<file path="src/design/status_event_pkg.sv">
// Shared constants, bit positions and command codes for the status reporting block
package status_event_pkg;

    // ----------------------------------------
    // Widths and depths
    // ----------------------------------------
    localparam int CODE_W     = 16;
    localparam int QUESTIONABLE_SUMMARY_W     = 15;
    localparam int OPERATION_SUMMARY_W     = 16;
    localparam int RSP_W      = 16;
    localparam int ERRQ_DEPTH = 16;
    localparam int OQ_DEPTH   = 16;

    // ----------------------------------------
    // Status summary byte positions
    // ----------------------------------------
    localparam int SB_ERR  = 2;
    localparam int SB_QUESTIONABLE_SUMMARY = 3;
    localparam int SB_MAV  = 4;
    localparam int SB_ESB  = 5;
    localparam int SB_RQS  = 6;
    localparam int SB_OPERATION_SUMMARY = 7;
    localparam logic [7:0] SB_RQS_EXCL = 8'hBF;

    // ----------------------------------------
    // Standard event latch positions and resets
    // ----------------------------------------
    localparam int EV_ALL_DONE   = 0;
    localparam int EV_QUERY_ERR  = 2;
    localparam int EV_DEVICE_ERR = 3;
    localparam int EV_EXEC_ERR   = 4;
    localparam int EV_PARSE_ERR  = 5;
    localparam int EV_LOCAL_BTN  = 6;
    localparam int EV_POWER_UP   = 7;
    localparam logic [7:0] STANDARD_EVENT_LATCH_LIVE = 8'hFD;
    localparam logic [7:0] STANDARD_EVENT_LATCH_RST  = 8'h80;
    localparam logic [7:0] MASK_RST  = 8'h00;

    // ----------------------------------------
    // Error codes and class bounds
    // ----------------------------------------
    localparam logic signed [CODE_W-1:0] CODE_NO_ERROR = 16'sh0000;
    localparam logic signed [CODE_W-1:0] CODE_OVERFLOW = 16'shFEA2;
    localparam logic signed [CODE_W-1:0] CODE_M100     = 16'shFF9C;
    localparam logic signed [CODE_W-1:0] CODE_M200     = 16'shFF38;
    localparam logic signed [CODE_W-1:0] CODE_M300     = 16'shFED4;
    localparam logic signed [CODE_W-1:0] CODE_M400     = 16'shFE70;
    localparam logic signed [CODE_W-1:0] CODE_M500     = 16'shFE0C;

    typedef enum logic [4:0] {
        CMD_STB_Q, CMD_ESR_Q, CMD_ESE_W, CMD_ESE_Q, CMD_SRE_W, CMD_SRE_Q,
        CMD_QEN_W, CMD_QEN_Q, CMD_QEVT_Q, CMD_QCOND_Q, CMD_OEN_W, CMD_OEN_Q,
        CMD_OEVT_Q, CMD_CLS, CMD_ERR_Q, CMD_OPC, CMD_PRESET
    } cmd_t;

    // Event latch bit that an error code sets, by hundreds class
    function automatic logic [7:0] err_class(input logic signed [CODE_W-1:0] code);
        logic [7:0] b;
        b = 8'h00;
        if (code <= CODE_M100 && code > CODE_M200) begin
            b[EV_PARSE_ERR] = 1'b1;
        end else if (code <= CODE_M200 && code > CODE_M300) begin
            b[EV_EXEC_ERR] = 1'b1;
        end else if (code <= CODE_M300 && code > CODE_M400) begin
            b[EV_DEVICE_ERR] = 1'b1;
        end else if (code <= CODE_M400 && code > CODE_M500) begin
            b[EV_QUERY_ERR] = 1'b1;
        end
        return b;
    endfunction

endpackage

</file>
<file path="src/design/edge_event_latch.sv">
// Rising-edge event latch with sticky bits and a read-clear
module edge_event_latch
    import status_event_pkg::*;
#(
    parameter int W = 16
) (
    input  wire logic         mclk_i,
    input  wire logic         rst_b_i,
    input  wire logic [W-1:0] cond_i,
    input  wire logic         clr_i,
    output logic      [W-1:0] latch_o
);
    logic [W-1:0] prev_q;
    logic [W-1:0] latch_q;
    logic [W-1:0] latch_d;

    // Set wins over a clear in the same cycle so no edge is lost
    always_comb begin
        latch_d = clr_i ? '0 : latch_q;
        latch_d = latch_d | (cond_i & ~prev_q);
    end

    always_ff @(posedge mclk_i or negedge rst_b_i) begin
        if (!rst_b_i) begin
            prev_q  <= '0;
            latch_q <= '0;
        end else begin
            prev_q  <= cond_i;
            latch_q <= latch_d;
        end
    end

    assign latch_o = latch_q;
endmodule

</file>
<file path="src/design/error_queue.sv">
// First-in first-out error queue with overflow marker
module error_queue
    import status_event_pkg::*;
#(
    parameter int DEPTH = ERRQ_DEPTH
) (
    input  wire logic              mclk_i,
    input  wire logic              rst_b_i,
    input  wire logic              push_i,
    input  wire logic [CODE_W-1:0] code_i,
    input  wire logic              pop_i,
    input  wire logic              clear_i,
    output logic      [CODE_W-1:0] head_o,
    output logic                   not_empty_o,
    output logic                   stored_o,
    output logic      [CODE_W-1:0] stored_code_o
);
    localparam int PW = $clog2(DEPTH);
    localparam int CW = $clog2(DEPTH + 1);
    localparam logic [CW-1:0] LAST = CW'(DEPTH - 1);

    // Pointers wrap at the depth, which need not be a power of two
    function automatic logic [PW-1:0] bump(input logic [PW-1:0] p);
        return (p == PW'(DEPTH - 1)) ? '0 : PW'(p + 1'b1);
    endfunction

    logic [CODE_W-1:0] mem_q [DEPTH];
    logic [PW-1:0]     wr_q, wr_d, rd_q, rd_d;
    logic [CW-1:0]     cnt_q, cnt_d;
    logic              blocked_q, blocked_d;
    logic              pop_ok;

    // Last free slot takes the overflow code, then nothing more is stored
    always_comb begin
        pop_ok        = pop_i && (cnt_q != '0);
        stored_o      = push_i && !blocked_q && !clear_i;
        stored_code_o = (stored_o && cnt_q == LAST && !pop_ok) ? CODE_OVERFLOW : code_i;
        wr_d          = wr_q;
        rd_d          = rd_q;
        cnt_d         = cnt_q;
        blocked_d     = blocked_q;
        if (clear_i) begin
            wr_d      = '0;
            rd_d      = '0;
            cnt_d     = '0;
            blocked_d = 1'b0;
        end else begin
            if (pop_ok) begin
                rd_d      = bump(rd_q);
                blocked_d = 1'b0;
            end
            if (stored_o) begin
                wr_d = bump(wr_q);
                if (stored_code_o == CODE_OVERFLOW && cnt_q == LAST && !pop_ok) begin
                    blocked_d = 1'b1;
                end
            end
            cnt_d = CW'(cnt_q + CW'(stored_o) - CW'(pop_ok));
        end
    end

    always_ff @(posedge mclk_i) begin
        if (stored_o) begin
            mem_q[wr_q] <= stored_code_o;
        end
    end

    always_ff @(posedge mclk_i or negedge rst_b_i) begin
        if (!rst_b_i) begin
            wr_q      <= '0;
            rd_q      <= '0;
            cnt_q     <= '0;
            blocked_q <= 1'b0;
        end else begin
            wr_q      <= wr_d;
            rd_q      <= rd_d;
            cnt_q     <= cnt_d;
            blocked_q <= blocked_d;
        end
    end

    assign not_empty_o = (cnt_q != '0);
    assign head_o      = not_empty_o ? mem_q[rd_q] : CODE_NO_ERROR;
endmodule

</file>
<file path="src/design/status_event_reporting.sv">
// Status summary byte, standard event latch, masks and service request
//
// Summary of operation
// - Summary bits 0 and 1 read zero.
// - Summary bit 2 while errors wait queued.
// - Summary bit 3 is enabled questionable summary.
// - Summary bit 4 while output queue nonempty.
// - Summary bit 5 is enabled event summary.
// - Summary bit 6 requests service, poll reports.
// - Summary bit 7 is enabled operation summary.
// - Poll and status query return current byte.
// - Event bit 0 set when pending done.
// - Event bit 1 zero; bits 2-5 error kinds.
// - Bit 6 local button, bit 7 power-on.
// - Event query returns latch then clears it.
// - Summary is OR of status AND enable.
// - Event mask written, read, feeds bit 5.
// - Operation mask exists; operation summary stays zero.
// - Questionable mask selects bit 3 sources.
// - Service mask selects bits raising service request.
// - New message empties the output queue.
// - Error queue FIFO; empty returns no-error.
// - Overflow stores overflow code, then blocks.
// - Each queued error sets event bit by class.
// - Event bits catch rising edges, stay set.
// - Questionable event read clears; condition read not.
module status_event_reporting
    import status_event_pkg::*;
#(
    parameter int EQ_DEPTH = ERRQ_DEPTH,
    parameter int OQ_MAX   = OQ_DEPTH
) (
    input  wire logic              mclk_i,
    input  wire logic              rst_b_i,
    input  wire logic              cmd_valid_i,
    input  wire cmd_t              cmd_code_i,
    input  wire logic [RSP_W-1:0]  cmd_data_i,
    output logic                   rsp_valid_o,
    output logic      [RSP_W-1:0]  rsp_data_o,
    input  wire logic              poll_i,
    output logic                   poll_valid_o,
    output logic      [7:0]        poll_data_o,
    input  wire logic              msg_start_i,
    input  wire logic              oq_push_i,
    input  wire logic              oq_pop_i,
    input  wire logic              ops_idle_i,
    input  wire logic              err_push_i,
    input  wire logic [CODE_W-1:0] err_code_i,
    input  wire logic [QUESTIONABLE_SUMMARY_W-1:0] questionable_summary_cond_i,
    input  wire logic              local_btn_i,
    output logic      [7:0]        status_byte_o,
    output logic                   srq_o
);
    localparam int OW = $clog2(OQ_MAX + 1);
    localparam logic [OW-1:0] OQ_FULL = OW'(OQ_MAX);

    typedef enum logic {OPC_IDLE, OPC_ARMED} opc_state_t;

    // ----------------------------------------
    // Command decode
    // ----------------------------------------
    logic cmd_esr_q, cmd_qevt_q, cmd_oevt_q, cmd_cls, cmd_err_q;

    always_comb begin
        cmd_esr_q  = cmd_valid_i && cmd_code_i == CMD_ESR_Q;
        cmd_qevt_q = cmd_valid_i && cmd_code_i == CMD_QEVT_Q;
        cmd_oevt_q = cmd_valid_i && cmd_code_i == CMD_OEVT_Q;
        cmd_cls    = cmd_valid_i && cmd_code_i == CMD_CLS;
        cmd_err_q  = cmd_valid_i && cmd_code_i == CMD_ERR_Q;
    end

    // ----------------------------------------
    // Latches and error queue
    // ----------------------------------------
    logic [QUESTIONABLE_SUMMARY_W-1:0] questionable_summary_latch;
    logic [OPERATION_SUMMARY_W-1:0] operation_summary_latch;
    logic [CODE_W-1:0] err_head, err_stored_code;
    logic              err_waiting, err_stored;

    edge_event_latch #(.W(QUESTIONABLE_SUMMARY_W)) u_questionable_summary (
        .mclk_i  (mclk_i),
        .rst_b_i (rst_b_i),
        .cond_i  (questionable_summary_cond_i),
        .clr_i   (cmd_qevt_q || cmd_cls),
        .latch_o (questionable_summary_latch)
    );

    // No operation condition is ever reported
    edge_event_latch #(.W(OPERATION_SUMMARY_W)) u_operation_summary (
        .mclk_i  (mclk_i),
        .rst_b_i (rst_b_i),
        .cond_i  ('0),
        .clr_i   (cmd_oevt_q || cmd_cls),
        .latch_o (operation_summary_latch)
    );

    error_queue #(.DEPTH(EQ_DEPTH)) u_errq (
        .mclk_i        (mclk_i),
        .rst_b_i       (rst_b_i),
        .push_i        (err_push_i),
        .code_i        (err_code_i),
        .pop_i         (cmd_err_q),
        .clear_i       (cmd_cls),
        .head_o        (err_head),
        .not_empty_o   (err_waiting),
        .stored_o      (err_stored),
        .stored_code_o (err_stored_code)
    );

    // ----------------------------------------
    // Local button synchroniser
    // ----------------------------------------
    logic btn_meta_q, btn_sync_q, btn_prev_q;

    always_ff @(posedge mclk_i or negedge rst_b_i) begin
        if (!rst_b_i) begin
            btn_meta_q <= 1'b0;
            btn_sync_q <= 1'b0;
            btn_prev_q <= 1'b0;
        end else begin
            btn_meta_q <= local_btn_i;
            btn_sync_q <= btn_meta_q;
            btn_prev_q <= btn_sync_q;
        end
    end

    // ----------------------------------------
    // Masks, event latch, completion arm
    // ----------------------------------------
    logic [7:0]        ese_q, ese_d, sre_q, sre_d, standard_event_latch_q, standard_event_latch_d, standard_event_latch_set;
    logic [QUESTIONABLE_SUMMARY_W-1:0] qen_q, qen_d;
    logic [OPERATION_SUMMARY_W-1:0] oen_q, oen_d;
    opc_state_t        opc_q, opc_d;

    always_comb begin
        ese_d = ese_q;
        sre_d = sre_q;
        qen_d = qen_q;
        oen_d = oen_q;
        opc_d = opc_q;
        if (cmd_valid_i) begin
            case (cmd_code_i)
                CMD_ESE_W: ese_d = cmd_data_i[7:0];
                CMD_SRE_W: sre_d = cmd_data_i[7:0];
                CMD_QEN_W: qen_d = cmd_data_i[QUESTIONABLE_SUMMARY_W-1:0];
                CMD_OEN_W: oen_d = cmd_data_i;
                CMD_PRESET: begin
                    qen_d = '0;
                    oen_d = '0;
                end
                default: ;
            endcase
        end
        standard_event_latch_set = 8'h00;
        case (opc_q)
            OPC_IDLE: begin
                if (cmd_valid_i && cmd_code_i == CMD_OPC) begin
                    opc_d = OPC_ARMED;
                end
            end
            OPC_ARMED: begin
                if (ops_idle_i) begin
                    standard_event_latch_set[EV_ALL_DONE] = 1'b1;
                    opc_d = OPC_IDLE;
                end
            end
            default: opc_d = OPC_IDLE;
        endcase
        if (err_stored) begin
            standard_event_latch_set = standard_event_latch_set | err_class(err_stored_code);
        end
        standard_event_latch_set[EV_LOCAL_BTN] = btn_sync_q && !btn_prev_q;
        // New events win over the read-clear of the same cycle
        standard_event_latch_d = ((cmd_esr_q || cmd_cls) ? 8'h00 : standard_event_latch_q) | standard_event_latch_set;
        standard_event_latch_d = standard_event_latch_d & STANDARD_EVENT_LATCH_LIVE;
    end

    always_ff @(posedge mclk_i or negedge rst_b_i) begin
        if (!rst_b_i) begin
            ese_q  <= MASK_RST;
            sre_q  <= MASK_RST;
            qen_q  <= '0;
            oen_q  <= '0;
            standard_event_latch_q <= STANDARD_EVENT_LATCH_RST;
            opc_q  <= OPC_IDLE;
        end else begin
            ese_q  <= ese_d;
            sre_q  <= sre_d;
            qen_q  <= qen_d;
            oen_q  <= oen_d;
            standard_event_latch_q <= standard_event_latch_d;
            opc_q  <= opc_d;
        end
    end

    // ----------------------------------------
    // Output queue occupancy
    // ----------------------------------------
    logic [OW-1:0] oq_cnt_q, oq_cnt_d;

    always_comb begin
        oq_cnt_d = msg_start_i ? '0 : oq_cnt_q;
        if (oq_pop_i && oq_cnt_d != '0 && !msg_start_i) begin
            oq_cnt_d = OW'(oq_cnt_d - 1'b1);
        end
        if (oq_push_i && oq_cnt_d != OQ_FULL) begin
            oq_cnt_d = OW'(oq_cnt_d + 1'b1);
        end
    end

    always_ff @(posedge mclk_i or negedge rst_b_i) begin
        if (!rst_b_i) begin
            oq_cnt_q <= '0;
        end else begin
            oq_cnt_q <= oq_cnt_d;
        end
    end

    // ----------------------------------------
    // Status summary byte
    // ----------------------------------------
    logic [7:0] sbr_d, sbr_q;

    always_comb begin
        sbr_d          = 8'h00;
        sbr_d[SB_ERR]  = err_waiting;
        sbr_d[SB_QUESTIONABLE_SUMMARY] = |(questionable_summary_latch & qen_q);
        sbr_d[SB_MAV]  = oq_cnt_q != '0;
        sbr_d[SB_ESB]  = |(standard_event_latch_q & ese_q);
        sbr_d[SB_OPERATION_SUMMARY] = |(operation_summary_latch & oen_q);
        sbr_d[SB_RQS]  = |(sbr_d & sre_q & SB_RQS_EXCL);
    end

    always_ff @(posedge mclk_i or negedge rst_b_i) begin
        if (!rst_b_i) begin
            sbr_q <= 8'h00;
        end else begin
            sbr_q <= sbr_d;
        end
    end

    assign status_byte_o = sbr_q;
    assign srq_o         = sbr_q[SB_RQS];

    // ----------------------------------------
    // Query answers and serial poll
    // ----------------------------------------
    logic             rsp_valid_q, rsp_valid_d, poll_valid_q;
    logic [RSP_W-1:0] rsp_data_q, rsp_data_d;
    logic [7:0]       poll_data_q;

    always_comb begin
        rsp_valid_d = cmd_valid_i;
        rsp_data_d  = '0;
        case (cmd_code_i)
            CMD_STB_Q:   rsp_data_d = {8'h00, sbr_q};
            CMD_ESR_Q:   rsp_data_d = {8'h00, standard_event_latch_q};
            CMD_ESE_Q:   rsp_data_d = {8'h00, ese_q};
            CMD_SRE_Q:   rsp_data_d = {8'h00, sre_q};
            CMD_QEN_Q:   rsp_data_d = {1'b0, qen_q};
            CMD_QEVT_Q:  rsp_data_d = {1'b0, questionable_summary_latch};
            CMD_QCOND_Q: rsp_data_d = {1'b0, questionable_summary_cond_i};
            CMD_OEN_Q:   rsp_data_d = oen_q;
            CMD_OEVT_Q:  rsp_data_d = operation_summary_latch;
            CMD_ERR_Q:   rsp_data_d = err_head;
            default:     rsp_valid_d = 1'b0;
        endcase
        rsp_valid_d = rsp_valid_d && cmd_valid_i;
    end

    always_ff @(posedge mclk_i or negedge rst_b_i) begin
        if (!rst_b_i) begin
            rsp_valid_q  <= 1'b0;
            rsp_data_q   <= '0;
            poll_valid_q <= 1'b0;
            poll_data_q  <= 8'h00;
        end else begin
            rsp_valid_q  <= rsp_valid_d;
            rsp_data_q   <= rsp_data_d;
            poll_valid_q <= poll_i;
            poll_data_q  <= sbr_q;
        end
    end

    assign rsp_valid_o  = rsp_valid_q;
    assign rsp_data_o   = rsp_data_q;
    assign poll_valid_o = poll_valid_q;
    assign poll_data_o  = poll_data_q;
endmodule

</file>
<file path="config.mk">
export PLATFORM = sky130hd
export DESIGN_NAME = status_event_reporting
export DESIGN_NICKNAME = d
export VERILOG_FILES = /design/src/design/status_event_pkg.sv /design/src/design/edge_event_latch.sv /design/src/design/error_queue.sv /design/src/design/status_event_reporting.sv
export SDC_FILE = /design/constraint.sdc
export NUM_CORES = 1
export LEC_CHECK = 0
export ABC_AREA = 1
export BUFFER_PORTS_ARGS = -buffer_cell sky130_fd_sc_hd__buf_2
export CAP_MARGIN = 20
export CORE_MARGIN = 2
export CORE_UTILIZATION = 50
export CTS_CLUSTER_SIZE = 10
export DETAILED_ROUTE_END_ITERATION = 10
export GPL_TIMING_DRIVEN = 1
export PLACE_DENSITY_LB_ADDON = 0.08
export SLEW_MARGIN = 15
export SYNTH_ARGS = -nofsm -noshare
export SYNTH_HDL_FRONTEND = slang
export SYNTH_SLANG_ARGS = --single-unit
export TNS_END_PERCENT = 20
</file>
<file path="constraint.sdc">
create_clock -name mclk_i -period 2.8 [get_ports mclk_i]
set_clock_uncertainty 0.2 [all_clocks]
set_input_delay 0.56 -clock mclk_i [delete_from_list [all_inputs] [get_ports mclk_i]]
set_output_delay 0.56 -clock mclk_i [all_outputs]
set_load 0.03 [all_outputs]
</file>
# [After elaboration in Yosys (flattened, before gate mapping)]
# Memories as Yosys holds them, arrays and structs flattened.
# Index checks and enable logic that the tools add are counted.
[totals] reg_bits=135 ram_bits=256 output_inout_bits=35 wordCells=149 mem_count=1
[op_classes] n_addsub=6 magnitude_cmp=8 n_eq_ne=21 muxes=39 bitwise_logic=9 reduce_logical=44
[mem_list] name="u_errq.mem_q" words=16 word_bits=16 read_ports=1 rd_clocked_by_memory_dff=0 wr=1 line_no="error_queue.sv:27" rtl="logic [CODE_W-1:0] mem_q [DEPTH];"
[op_table] operator="one-hot mux 16 bit (9 select lines)" n=1
[op_table] operator="> comparator 16 x 10 -> 1 bit (second input constant)" n=3
[op_table] operator="equality test 5 x 4 -> 1 bit (second input constant)" n=9
[op_table] operator="<= comparator 16 x 10 -> 1 bit (second input constant)" n=2
[op_table] operator="2-to-1 mux 16 bit" n=2
[op_table] operator="one-hot mux 16 bit (2 select lines)" n=1
[op_table] operator="AND 15 bit" n=2
[op_table] operator="one-hot mux 15 bit (2 select lines)" n=1
[op_table] operator="2-to-1 mux 4 bit" n=6
[op_table] operator="logical AND 1 bit" n=21
[op_table] operator="equality test 5 x 3 -> 1 bit (second input constant)" n=4
[op_table] operator="2-to-1 mux 5 bit" n=4
[op_table] operator="2-to-1 mux 1 bit" n=17
[op_table] operator="equality test 16 bit (second input constant)" n=1
[op_table] operator="> comparator 16 x 9 -> 1 bit (second input constant)" n=1
[op_table] operator="<= comparator 16 x 8 -> 1 bit (second input constant)" n=1
[op_table] operator="<= comparator 16 x 9 -> 1 bit (second input constant)" n=1
[op_table] operator="2-to-1 mux 15 bit" n=1
[op_table] operator="NOT 15 bit" n=1
[op_table] operator="OR 15 bit" n=1
[op_table] operator="nonzero test 5 bit" n=3
[op_table] operator="OR reduction 15 bit" n=1
[op_table] operator="equality test 5 x 2 -> 1 bit (second input constant)" n=2
[op_table] operator="OR reduction 10 bit" n=1
[op_table] operator="26 further kinds" n=40

# [Depth between registers and ports, before layout]
# Gate-level depths: netlist of run 1.
[depth] word_depth=17 depth_mapped=16

# [Hierarchy]
# A second synthesis of run 1 with hierarchy kept.
[hier_totals] cells_unflattened=1748 area_unflattened_um2=18163.7
[modules_own_cells] mod="error_queue" n_inst=1 cells_each=889 area_per_inst_um2=11096.9 seq_area_each_um2=8037.7
[modules_own_cells] mod="status_event_reporting" n_inst=1 cells_each=669 area_per_inst_um2=5014.8 seq_area_each_um2=2328.5
[modules_own_cells] mod="edge_event_latch (u_operation_summary)" n_inst=1 cells_each=98 area_per_inst_um2=1058.5 seq_area_each_um2=800.8
[modules_own_cells] mod="edge_event_latch (u_questionable_summary)" n_inst=1 cells_each=92 area_per_inst_um2=993.5 seq_area_each_um2=750.7

# [Worst setup path before layout of run 1]
# OpenSTA, ideal clock, no wires.
[synth_path] kind="input port to flip-flop" startpoint="input port cmd_code_i[4]" endpoint="memory u_errq.mem_q[0][0] (enable)" arrival_ps=2035 required_ps=2212 slack_ps=176 path_stages=7 path_buffers=1 path_cell_list="inv_2 -> nand3_2 -> nor2_4 -> nor2_4 -> buf_1 -> nand2_1 -> nor2_1"
[synth_via] elab_chain_len=6
[synth_rtl] item="start, declared" line_no="status_event_reporting.sv:36" rtl="input wire cmd_t cmd_code_i,"
[synth_rtl] item="equality test 5 x 4 -> 1 bit" line_no="status_event_reporting.sv:68" rtl="cmd_cls = cmd_valid_i && cmd_code_i == CMD_CLS;"
[synth_rtl] item="logical AND 1 bit" line_no="status_event_reporting.sv:68"
[synth_rtl] item="logical NOT 1 bit" line_no="error_queue.sv:36" rtl="stored_o = push_i && !blocked_q && !clear_i;"
[synth_rtl] item="logical AND 1 bit" line_no="error_queue.sv:36"
[synth_rtl] item="2-to-1 mux 1 bit" line_no="error_queue.sv:63" rtl="if (stored_o) begin"
[synth_rtl] item="2-to-1 mux 1 bit (not written as such)" line_no="error_queue.sv:64" rtl="mem_q[wr_q] <= stored_code_o;"
[synth_rtl] item="end, declared" line_no="error_queue.sv:27"
# Every way passes these cells.

# [Worst setup path after layout of run 1]
[layout_path] startpoint="register u_errq.cnt_q[3]" endpoint="register u_errq.cnt_q[4]"
[layout_via] elab_chain_len=4 word_cells_on_any_way=5
[layout_rtl] item="start, declared" line_no="error_queue.sv:29" rtl="logic [CW-1:0] cnt_q, cnt_d;"
[layout_rtl] item="start signal, assigned" line_no="error_queue.sv:77" rtl="cnt_q <= cnt_d;"
[layout_rtl] item="nonzero test 5 bit"
[layout_rtl] item="named net err_waiting" line_no="status_event_reporting.sv:78" rtl="logic err_waiting, err_stored;"
[layout_rtl] item="logical AND 1 bit" line_no="error_queue.sv:35" rtl="pop_ok = pop_i && (cnt_q != '0);"
[layout_rtl] item="subtractor 5 x 1 -> 5 bit" line_no="error_queue.sv:58" rtl="cnt_d = CW'(cnt_q + CW'(stored_o) - CW'(pop_ok));"
[layout_rtl] item="2-to-1 mux 5 bit" line_no="error_queue.sv:42" rtl="if (clear_i) begin"
[layout_rtl] item="named net u_errq.cnt_d[4]" line_no="error_queue.sv:29"
# The timed path passes the listed nets, and every way through them passes these cells.
# A chain may end at the register's enable or synchronous reset.

==> results of run 1 <==
-- repair_timing --
action	4_1_cts	5_1_grt
hold endpoints to repair	63	0
hold buffers	18	0
gates resized for setup	0	4
setup buffers	0	0
endpoints found under the setup margin	0	5
-- worst max-delay path, stage by stage (launching register included) --
cell	delay, ns
dfrtp_1	0.40
inv_1	0.10
ha_1	0.16
nand3_1	0.12
inv_2	0.11
nor2_4	0.05
ha_1	0.26
inv_1	0.04
ha_1	0.20
fa_2	0.36
nand2_1	0.07
a21oi_1	0.05
nor2_1	0.11
xor2_1	0.15
nor2_1	0.05
-- cell usage after synthesis (3+ instances only) --
library cell and instances:
o21ai_0 198, nor3_1 9, o2111ai_1 3, nand3_1 62, dfrtp_1 134, o221ai_1 29, a21oi_1 14, buf_4 7
edfxtp_1 256, o22ai_1 63, o21ai_1 3, clkinv_1 4, ha_1 16, nor2_1 212, xor2_1 8, nand2_1 218
o211ai_1 11, clkbuf_1 62, nor2_4 4, nand4_1 10, mux2_2 6, nand2_2 4, a221oi_1 15, inv_1 125
-- where the power goes --
| group | switching [mW] | internal [mW] | total [mW] |
|---|---|---|---|
| Combinational | 2.69 | 1.25 | 3.95 |
| Clock | 2.16 | 2.98 | 5.13 |
| Sequential | 0.308 | 6.79 | 7.10 |
-- per-stage QoR --
stage	area (um2)	worst slack, ns
4_1_cts	19400	0.144
3_3_place_gp	18000	0.0647
3_5_place_dp	18000	0.0947
2_1_floorplan	16500	0.176
6_report	19400	0.259
5_1_grt	19400	0.0532
-- layout make-up --
| cell class | count | area, um2 |
|---|---|---|
| tap | 442 | 553 |
| timing repair buffer | 192 | 1360 |
| fill | 2749 | 13100 |
| clock buffer | 68 | 1220 |
| multi-input combinational | 919 | 4730 |
| sequential | 391 | 11100 |
| clock inverter | 3 | 22.5 |
| inverter | 130 | 489 |
-- layer usage --
| metal | vias to the layer above | routed length, um | global-route usage (%) |
|---|---|---|---|
| met2 | 445 | 20100 | 40.0 |
| met4 | 0 | 1240 | 9.07 |
| li1 | 5634 | - | - |
| met1 | 5947 | 19800 | 37.7 |
| met3 | 79 | 3400 | 5.26 |
| met5 | - | 0 | 0 |
-- state kept, by name, indices dropped and copies added (netlist names), 4 cells and up --
| name | cells |
|---|---|
| ese_q | 8 |
| oen_q | 16 |
| oq_cnt_q | 5 |
| poll_data_o | 5 |
| qen_q | 15 |
| rsp_data_o | 16 |
| sre_q | 8 |
| standard_event_latch_q | 7 |
| status_byte_o | 5 |
| u_errq.cnt_q | 5 |
| u_errq.mem_q | 256 |
| u_errq.rd_q | 4 |
| u_errq.wr_q | 4 |
| u_questionable_summary.latch_o | 15 |
| u_questionable_summary.prev_q | 15 |
-- how the worst max path moves through the flow --
stage / depth (start not counted) / slack (ns) / startpoint / to
after floorplan: 7 / 0.18 / cmd_code_i[4] / u_errq.mem_q[0][0]
final: 14 / 0.26 / u_errq.cnt_q[3] / u_errq.cnt_q[4]
after detailed placement: 14 / 0.09 / cmd_code_i[1] / u_errq.cnt_q[4]
after global placement: 10 / 0.06 / cmd_code_i[3] / rsp_data_o[6]
after CTS: 14 / 0.14 / u_errq.cnt_q[3] / u_errq.cnt_q[4]
after global routing: 14 / 0.05 / u_errq.cnt_q[3] / u_errq.cnt_q[4]
-- cell families after synthesis --
family | count (synthesis) | share of synthesized area (%)
simple gates | 527 | 13.2
flops | 391 | 67.0
compound gates | 352 | 12.7
buf+inv | 202 | 4.81
fa+ha+maj | 17 | 1.33
xor+xnor | 10 | 0.531
mux | 6 | 0.409
other cells | 1 | 0.0227
==> results.cfg, run 1 <==
[outcome]
outcome = finished clean

[place]
port_buffers = 90
place.gp.congestion = 0.937
dp_cells = 2055
hpwlAfterDp_um = 28300

[setup_path]
worstPathMaxFanout = 3
critPathArrivalTime_ns = 2.76
rr_worst_depth = 14
r2r-start = u_errq.cnt_q[3]
path_class = reg2reg
reg2reg_slack_ns = 0.26
endpoint_kind = register
critical_path.startpoint_type = register
reg2reg_to = u_errq.cnt_q[4]
crit_required_ns = 3.02

[sta]
setup_viol = 0
slew_viol_final = 0
finalHoldViolCount = 0
max_freq_ghz = 0.394
relSlewSlack_pct = 42.0
min_period_ns = 2.54
rsz0062_at_grt = no
hold_slack_ns = 0.0716
tightest_slew_ns = 0.867
fin_tns_setup_ns = 0
fin_crit_sh_pct = 90.8

[clock_tree]
cts_made_buffers = 45
cts_max_level = 2
cts_num_sinks = 391
clockBufferDepth = 3
cts-root-buf = clkbuf_16
clkTransAtPathRegs_ns = 0.05
cts_tree = yes
insertion_delay_ns = 0.53

[route]
drcViolationCount = 0
wl_per_cell_um = 20.8
drt_wl_total_um = 44600
vias = 12100
via_per_inst = 5.64
firstDrtPassIters = 5
drt_iter0_drc = 1018
postRouteAntennaNets = 0

[logic_synthesis]
synthArstFlopShare_pct = 34.5
synth_cells = 1506
seq_area_frac_synth_pct = 67.0
synth-edff-count = 256
synth_area_leaders = edfxtp_1 47%, dfrtp_1 20%, o21ai_0 6.0%, nand2_1 5.0%, nor2_1 4.8%
avgSynthCellArea_um2 = 11.0
yosys_warnings = 0
yosysTopAreaCell = edfxtp_1
netlist_area_um2 = 16500
ys_ff_latch = 391
synth_ff_type = edfxtp_1
ys_types = 48
synth_top_area_share_pct = 46.6

[pwr]
vdd_drop_max_v = 0.000565
power_mw = 16.2
p_per_area_nw_per_um2 = 832
p_leak_nw = 7.77

[worst_hold_path]
whs_path_depth = 3
hold_start = cmd_data_i[1]
min_to = ese_q[1]
min_path_type = in2reg

[global_routing]
antenna_found_initial = 1
grt_usage_pct = 26.2
grt_overflow = 0
grt_pass1_wl_um = 67600
grt_pass1_vias = 11600
grt_max_degree = 94

[final_layout]
areaGrowthSynthToFinish_pct = 17.8
drive_above_1_share_pct = 15.9
final_core_util_pct = 59.8
layout_commonest_cell = edfxtp_1
final_cells = 2145
mostFrequentLayoutCells = 256 x edfxtp_1, 218 x nand2_1, 198 x o21ai_0, 195 x nor2_1, 132 x dfrtp_1
nets = 1758
antenna_cells = 0

[floorplanning]
start_util_pct = 50.7
io_pins = 97
die_area_um2 = 34500
die-width_um = 186
core_um2 = 32500
die_y_um = 186
num_rows = 66

[run]
max_cap_viol_count = 0
No activity file was read; power rests on OpenSTA's default activity.
==> inputs of run 2 (changes only) <==
--- a/config.mk
+++ b/config.mk
@@ -5,7 +5,7 @@
 export SDC_FILE = /design/constraint.sdc
 export NUM_CORES = 1
 export LEC_CHECK = 0
-export ABC_AREA = 1
+export ABC_AREA = 0
 export BUFFER_PORTS_ARGS = -buffer_cell sky130_fd_sc_hd__buf_2
 export CAP_MARGIN = 20
 export CORE_MARGIN = 2
==> constraint.sdc (replaced) <==
create_clock -name mclk_i -period 2.8 [get_ports mclk_i]
set_clock_uncertainty 0.2 [all_clocks]
set_input_delay 0.14 -clock mclk_i [delete_from_list [all_inputs] [get_ports mclk_i]]
set_output_delay 0.14 -clock mclk_i [all_outputs]
set_load 0.03 [all_outputs]
==> run 2 against run 1 <==
Compared with the run above:
- the flow now finishes with violations (hold timing, setup timing)
- register-to-register slack worse by 0.27 ns
- largest power group unchanged
- combinational power is 11% lower
- sequential power is 3.0% higher
- count of clock-buffer cells in the layout is 6 lower
- critical endpoint unchanged
- global-route usage is 2.4 points lower
- fmax is 9.7% lower
- non-clock buffer count is 38 higher
- final cell count is 21% lower
- die area is 2.0% lower
- cell area is 2.0% higher
- clock power is 4.3% higher
- sequential cell count stayed put
==> results.cfg, run 2 <==
[logic_synthesis]
avgSynthCellArea_um2 = 15.6
seq_area_frac_synth_pct = 68.5
ys_ff_latch = 391
synth_ff_type = edfxtp_1
yosys_warnings = 0
ys_types = 59
synth_top_area_share_pct = 47.6
synth_most_common_cell = edfxtp_1
synth_area_leaders = edfxtp_1 48%, dfrtp_1 21%, mux4_2 8.9%, mux2_2 2.9%, nand2_1 2.3%
synthTopCellsByCount = 256 x edfxtp_1, 134 x dfrtp_1, 100 x nand2_1, 64 x mux4_2, 53 x o21ai_0
synthArstFlopShare_pct = 34.5
synth_cells = 1038
synth-edff-count = 256
netlist_area_um2 = 16200
yosysTopAreaCell = edfxtp_1

[setup_path]
critPathArrivalTime_ns = 3.05
crit_chain = inv_2, ha_4, or4b_4, nor3b_4, ha_1, inv_2, ha_4, fa_2, a21oi_2, nor2_1, nor2_1, xnor2_1, nor2_1
rr_worst_depth = 13
critical_path.startpoint_type = register
crit_top_cell = nor2_1
reg2reg_slack_ns = -0.01
endpoint_kind = register
r2r-start = u_errq.cnt_q[3]
path_class = reg2reg
startpoint = u_errq.cnt_q[3]
slowest_stage = or4b_4
worst_path_largest_cell_delay_ns = 0.45
crit_required_ns = 3.03
crit_path_end = u_errq.cnt_q[4]
reg2reg_to = u_errq.cnt_q[4]
worstPathMaxFanout = 2

[pwr]
vdd_drop_max_v = 0.000533
p_seq_share_pct = 45.2
p_int_mw = 11.8
power_switching_mw = 4.33
switching_share_pct = 26.8
share_comb_of_total_power_pct = 21.6
p_leak_nw = 7.50
power_frac_clock_pct = 33.1
p_per_area_nw_per_um2 = 814
power_mw = 16.2

[final_layout]
final_core_util_pct = 62.6
mostFrequentLayoutCells = 256 x edfxtp_1, 131 x dfrtp_1, 100 x nand2_1, 89 x buf_2, 64 x mux4_2
nets = 1347
layout_commonest_cell = edfxtp_1
largest_reg_flops = 256
antenna_cells = 0
areaGrowthSynthToFinish_pct = 22.8
drive_above_1_share_pct = 27.7
stdcell_area_um2 = 19800
regMostFlops = u_errq.mem_q

[global_routing]
grt_max_degree = 60
grt_pass1_vias = 9947
grt_pass1_wl_um = 59200
antenna_found_initial = 0
grt_overflow = 0
grt_usage_pct = 23.8

[route]
postRouteAntennaNets = 0
drcViolationCount = 0
drt_wl_total_um = 39500
wl_per_cell_um = 23.4
vias = 9806
firstDrtPassIters = 7
drt_iter0_drc = 626
via_per_inst = 5.81

[sta]
finalHoldViolCount = 1
fin_tns_setup_ns = -0.0137
rsz0062_at_grt = yes
hold_slack_ns = -0.00441
slew_viol_final = 0
setup_slack_ns = -0.0137
fin_crit_sh_pct = 100
relSlewSlack_pct = 29.4
setup_viol = 1
tightest_slew_ns = 1.06
max_freq_ghz = 0.355
min_period_ns = 2.81

[clock_tree]
cts_made_buffers = 46
clkTransAtPathRegs_ns = 0.06
cts-root-buf = clkbuf_16
cts_max_level = 2
cts_num_sinks = 391
cts_tree = yes
clockBufferDepth = 3
insertion_delay_ns = 0.54

[place]
dpl_cell_area_um2 = 17800
hpwlAfterDp_um = 24000
port_buffers = 90
place.gp.congestion = 0.825

[outcome]
violations = hold timing, setup timing
outcome = finished, violations left

[floorplanning]
die_area_um2 = 33800
die-width_um = 184
io_pins = 97
start_util_pct = 51.0
die_y_um = 184
core_um2 = 31700
num_rows = 65

[run]
max_cap_viol_count = 0

[worst_hold_path]
min_path_type = in2reg
## run 2: cell count changes after synthesis, sizes merged, moves of 21 or more
cell    before  now
o22ai       63    3
o221ai      29    0
mux4         0   64
nand2      222  100
mux2         6   41
clkbuf      62   31
and2         0   21
o21ai      202   54
nor2       218   32
a22oi        1   37
nand3       65   14
inv        126   30
## run 2: how the worst min path moves through the flow
| stage | start | to | cells past startpoint |
|---|---|---|---|
| finish | err_code_i[7] | standard_event_latch_q[5] | 4 |
| detailed placement | rst_b_i | oq_cnt_q[0] | 1 |
| global placement | rst_b_i | oq_cnt_q[0] | 1 |
| floorplan | rst_b_i | btn_meta_q | 0 |
| global route | err_code_i[0] | u_errq.mem_q[0][0] | 2 |
| CTS | err_code_i[7] | standard_event_latch_q[5] | 4 |
## run 2: layout make-up
type	instances	area, um2
fillers	2323	11900
multi-input cells	569	4820
well taps	402	503
repair buffers	230	2000
flip-flops and latches	391	11100
clock inverters	5	72.6
inverters	30	113
clock buffers	62	1260
## run 2: routing by layer
metal,vias to the layer above,share of wire (%),track usage (%)
li1,4438,-,-
met2,308,52,42.8
met5,-,0,0
met3,78,4.8,3.55
met1,4982,40,30.1
met4,0,2.6,7.07
## run 2: timing repair
action                     CTS  global route
setup buffers                4             3
pin swaps                    5             7
hold endpoints to repair   355             0
setup endpoints to repair   23           220
gates resized for setup      7            12
hold buffers                58             0
## run 2: cell families (layout without fill, tap and decap cells)
logic type	Yosys count	count (layout)	share of synthesized area, %
and+or+nand+nor	248	248	7.74
adders and majority gates	17	17	1.36
buffers and inverters	83	327	2.19
DFF	391	391	68.5
muxes	123	123	12.9
xor gates and xnor gates	11	11	0.596
AOI/OAI and AO/OA	164	164	6.73
other	1	6	0.0232
## run 2: through the flow
step / std cells / setup WS (ns)
after floorplan: 1043 / -0.0222
after global placement: 1557 / -0.0400
after detailed placement: 1557 / -0.0742
after CTS: 1686 / -0.0675
after global routing: 1689 / -0.140
final: 1689 / -0.0137
## run 2: power groups by stage
stage	Clock, mW	Sequential (mW)	Combinational (mW)
final	5.35	7.31	3.50
after global routing	5.71	7.37	3.84
after CTS	5.45	7.30	3.49
after detailed placement	0	7.40	3.33
after global placement	0	7.38	3.29
after floorplan	0	7.38	2.10
## run 2: worst max-delay path: cells and delay by family, from the launching register on
| kind | cells | cell delay [ns] |
|---|---|---|
| xor gates and xnor gates | 1 | 0.13 |
| buffers and inverters | 2 | 0.12 |
| AOI/OAI and AO/OA | 1 | 0.12 |
| adders and majority gates | 4 | 0.91 |
| and+or+nand+nor | 5 | 0.82 |
| DFF | 1 | 0.40 |
==> inputs of run 3 (changes only) <==
--- a/config.mk
+++ b/config.mk
@@ -6,7 +6,7 @@
 export NUM_CORES = 1
 export LEC_CHECK = 0
 export ABC_AREA = 0
-export BUFFER_PORTS_ARGS = -buffer_cell sky130_fd_sc_hd__buf_2
+export BUFFER_PORTS_ARGS = -buffer_cell sky130_fd_sc_hd__clkbuf_2
 export CAP_MARGIN = 20
 export CORE_MARGIN = 2
 export CORE_UTILIZATION = 50
==> run 3 against run 2 <==
Compared with the run above:
- the flow still finishes with violations (hold timing, setup timing)
- cell area decreased by 0.85%
- fmax fell by 1.5%
- final cell count decreased by 0.47%
- via count about the same
- sequential power about the same
- die area is the same
- clock power down 5.6%
- routed wire length rose by 0.90%
- utilization down 0.53 points
- global-route usage up 0.52 points
- total power fell by 2.2%
==> results.cfg, run 3 (synthesis gave the netlist of run 2 again) <==
[global_routing]
use_met1_pct = 30.6
grt_pass1_vias = 10100
grt_overflow = 0
antenna_found_initial = 0
grt_pass1_wl_um = 60300
grt_max_degree = 68
use_met2_pct = 43.2
busiest_layer = met2
grt_usage_pct = 24.4
met3_usage_pct = 3.80

[final_layout]
nets = 1343
regMostFlops = u_errq.mem_q
fillerInstances = 2386
final_cells = 1681
mostFrequentLayoutCells = 256 x edfxtp_1, 131 x dfrtp_1, 100 x nand2_1, 89 x clkbuf_2, 64 x mux4_2
drive_above_1_share_pct = 27.3
antenna_cells = 0
largest_reg_flops = 256
final_core_util_pct = 62.0
areaGrowthSynthToFinish_pct = 21.7
layout_commonest_cell = edfxtp_1

[run]
max_cap_viol_count = 0

[route]
drcViolationCount = 0
via_per_inst = 5.84
drt_iter0_drc = 813
drt_wl_total_um = 39800
postRouteAntennaNets = 0
wl_per_cell_um = 23.7
vias = 9812
firstDrtPassIters = 5

[sta]
min_period_ns = 2.86
max_freq_ghz = 0.350
relSlewSlack_pct = 30.1
fin_tns_setup_ns = -0.0563
slew_viol_final = 0
rsz0062_at_grt = yes
finalHoldViolCount = 16
fin_crit_sh_pct = 102
tightest_slew_ns = 1.05
hold_slack_ns = -0.00576
setup_slack_ns = -0.0563
setup_viol = 1

[floorplanning]
io_pins = 97
die_y_um = 184
die_area_um2 = 33800
core_um2 = 31700
num_rows = 65
die-width_um = 184
start_util_pct = 51.0

[pwr]
power_mw = 15.8
power_switching_mw = 4.29
switching_share_pct = 27.1
share_comb_of_total_power_pct = 21.8
p_leak_nw = 7.44
vdd_drop_max_v = 0.000493
p_per_area_nw_per_um2 = 804
power_frac_clock_pct = 31.9
p_seq_share_pct = 46.2
p_int_mw = 11.5

[place]
hpwlAfterDp_um = 24500
place.gp.congestion = 0.799
port_buffers = 90
dp_cells = 1563

[setup_path]
critPathArrivalTime_ns = 3.07
path_class = reg2reg
worst_path_largest_cell_delay_ns = 0.46
crit_required_ns = 3.02
endpoint_kind = register
slowest_stage = or4b_4
critical_path.startpoint_type = register
crit_top_cell = nor2_1
crit_chain = inv_2, ha_1, or4b_4, nor3b_4, ha_1, inv_2, ha_4, fa_2, a21oi_2, nor2_1, nor2_1, xnor2_1, nor2_1
worstPathMaxFanout = 2

[clock_tree]
insertion_delay_ns = 0.54
cts-root-buf = clkbuf_16
cts_made_buffers = 45
clockBufferDepth = 3
cts_num_sinks = 391
post_cts_buffers = 0
cts_max_level = 2
clkTransAtPathRegs_ns = 0.06
cts_tree = yes

[outcome]
outcome = finished, violations left
violations = hold timing, setup timing

[worst_hold_path]
min_path_type = in2reg
run 3: per-stage QoR:
stage | hold WS, ns | instance area, um2 | setup slack (ns)
CTS | 0.0262 | 19600 | -0.0748
global route | 0.0188 | 19700 | -0.186
detailed placement | -0.00721 | 17800 | -0.100
finish | -0.00576 | 19700 | -0.0563
floorplan | -0.356 | 16200 | -0.0222
global placement | -0.00858 | 17800 | -0.0337
run 3: repair_timing:
| item | in CTS | in global routing |
|---|---|---|
| cloned | 0 | 0 |
| endpoints found under the hold margin | 358 | 0 |
| gates resized for setup | 4 | 16 |
| setup endpoints to repair | 2 | 200 |
| hold buffers | 57 | 0 |
| pin swaps | 0 | 8 |
run 3: worst paths after layout:
| kind | start | to | slack [ns] | cells past startpoint |
|---|---|---|---|---|
| worst max-delay path | u_errq.cnt_q[2] | u_errq.cnt_q[4] | -0.06 | 13 |
| worst min-delay path | err_code_i[0] | u_errq.mem_q[0][0] | -0.006 | 2 |
| worst max register to register | u_errq.cnt_q[2] | u_errq.cnt_q[4] | -0.06 | 13 |
| worst min register to register | btn_meta_q | btn_sync_q | 0.16 | 0 |
| max in group asynchronous | rst_b_i | oq_cnt_q[3] | 0.98 | 4 |
| min in group asynchronous | rst_b_i | oq_cnt_q[1] | 0.52 | 3 |
run 3: cell type report:
class	count	area, um2	share of cell area [%]
repair buffers	227	1930	9.81
clock buffers	57	1180	6.00
flip-flops and latches	391	11100	56.3
multi-input cells	569	4820	24.5
inverters	30	113	0.572
clock inverters	5	48.8	0.248
well taps	402	503	2.56
run 3: routing by layer:
layer	wire (um)	up-vias
met2	20700	334
met3	2170	97
met4	1300	0
met1	15700	4967
met5	0	-
li1	-	4414
run 3: power groups by stage:
stage | Clock [mW] | Combinational (mW) | Sequential (mW)
finish | 5.05 | 3.45 | 7.31
global route | 5.37 | 3.78 | 7.38
CTS | 5.16 | 3.45 | 7.30
detailed placement | 0 | 3.34 | 7.41
global placement | 0 | 3.30 | 7.39
floorplan | 0 | 2.10 | 7.38
run 3: worst max-delay path, delay by kind of cell, from the launching register on:
family                     cells  cell delay [ns]
and+or+nand+nor                5             0.85
AOI/OAI and AO/OA              1             0.13
DFF                            1             0.38
adders and majority gates      4             0.93
xor gates and xnor gates       1             0.14
buffers and inverters          2             0.10
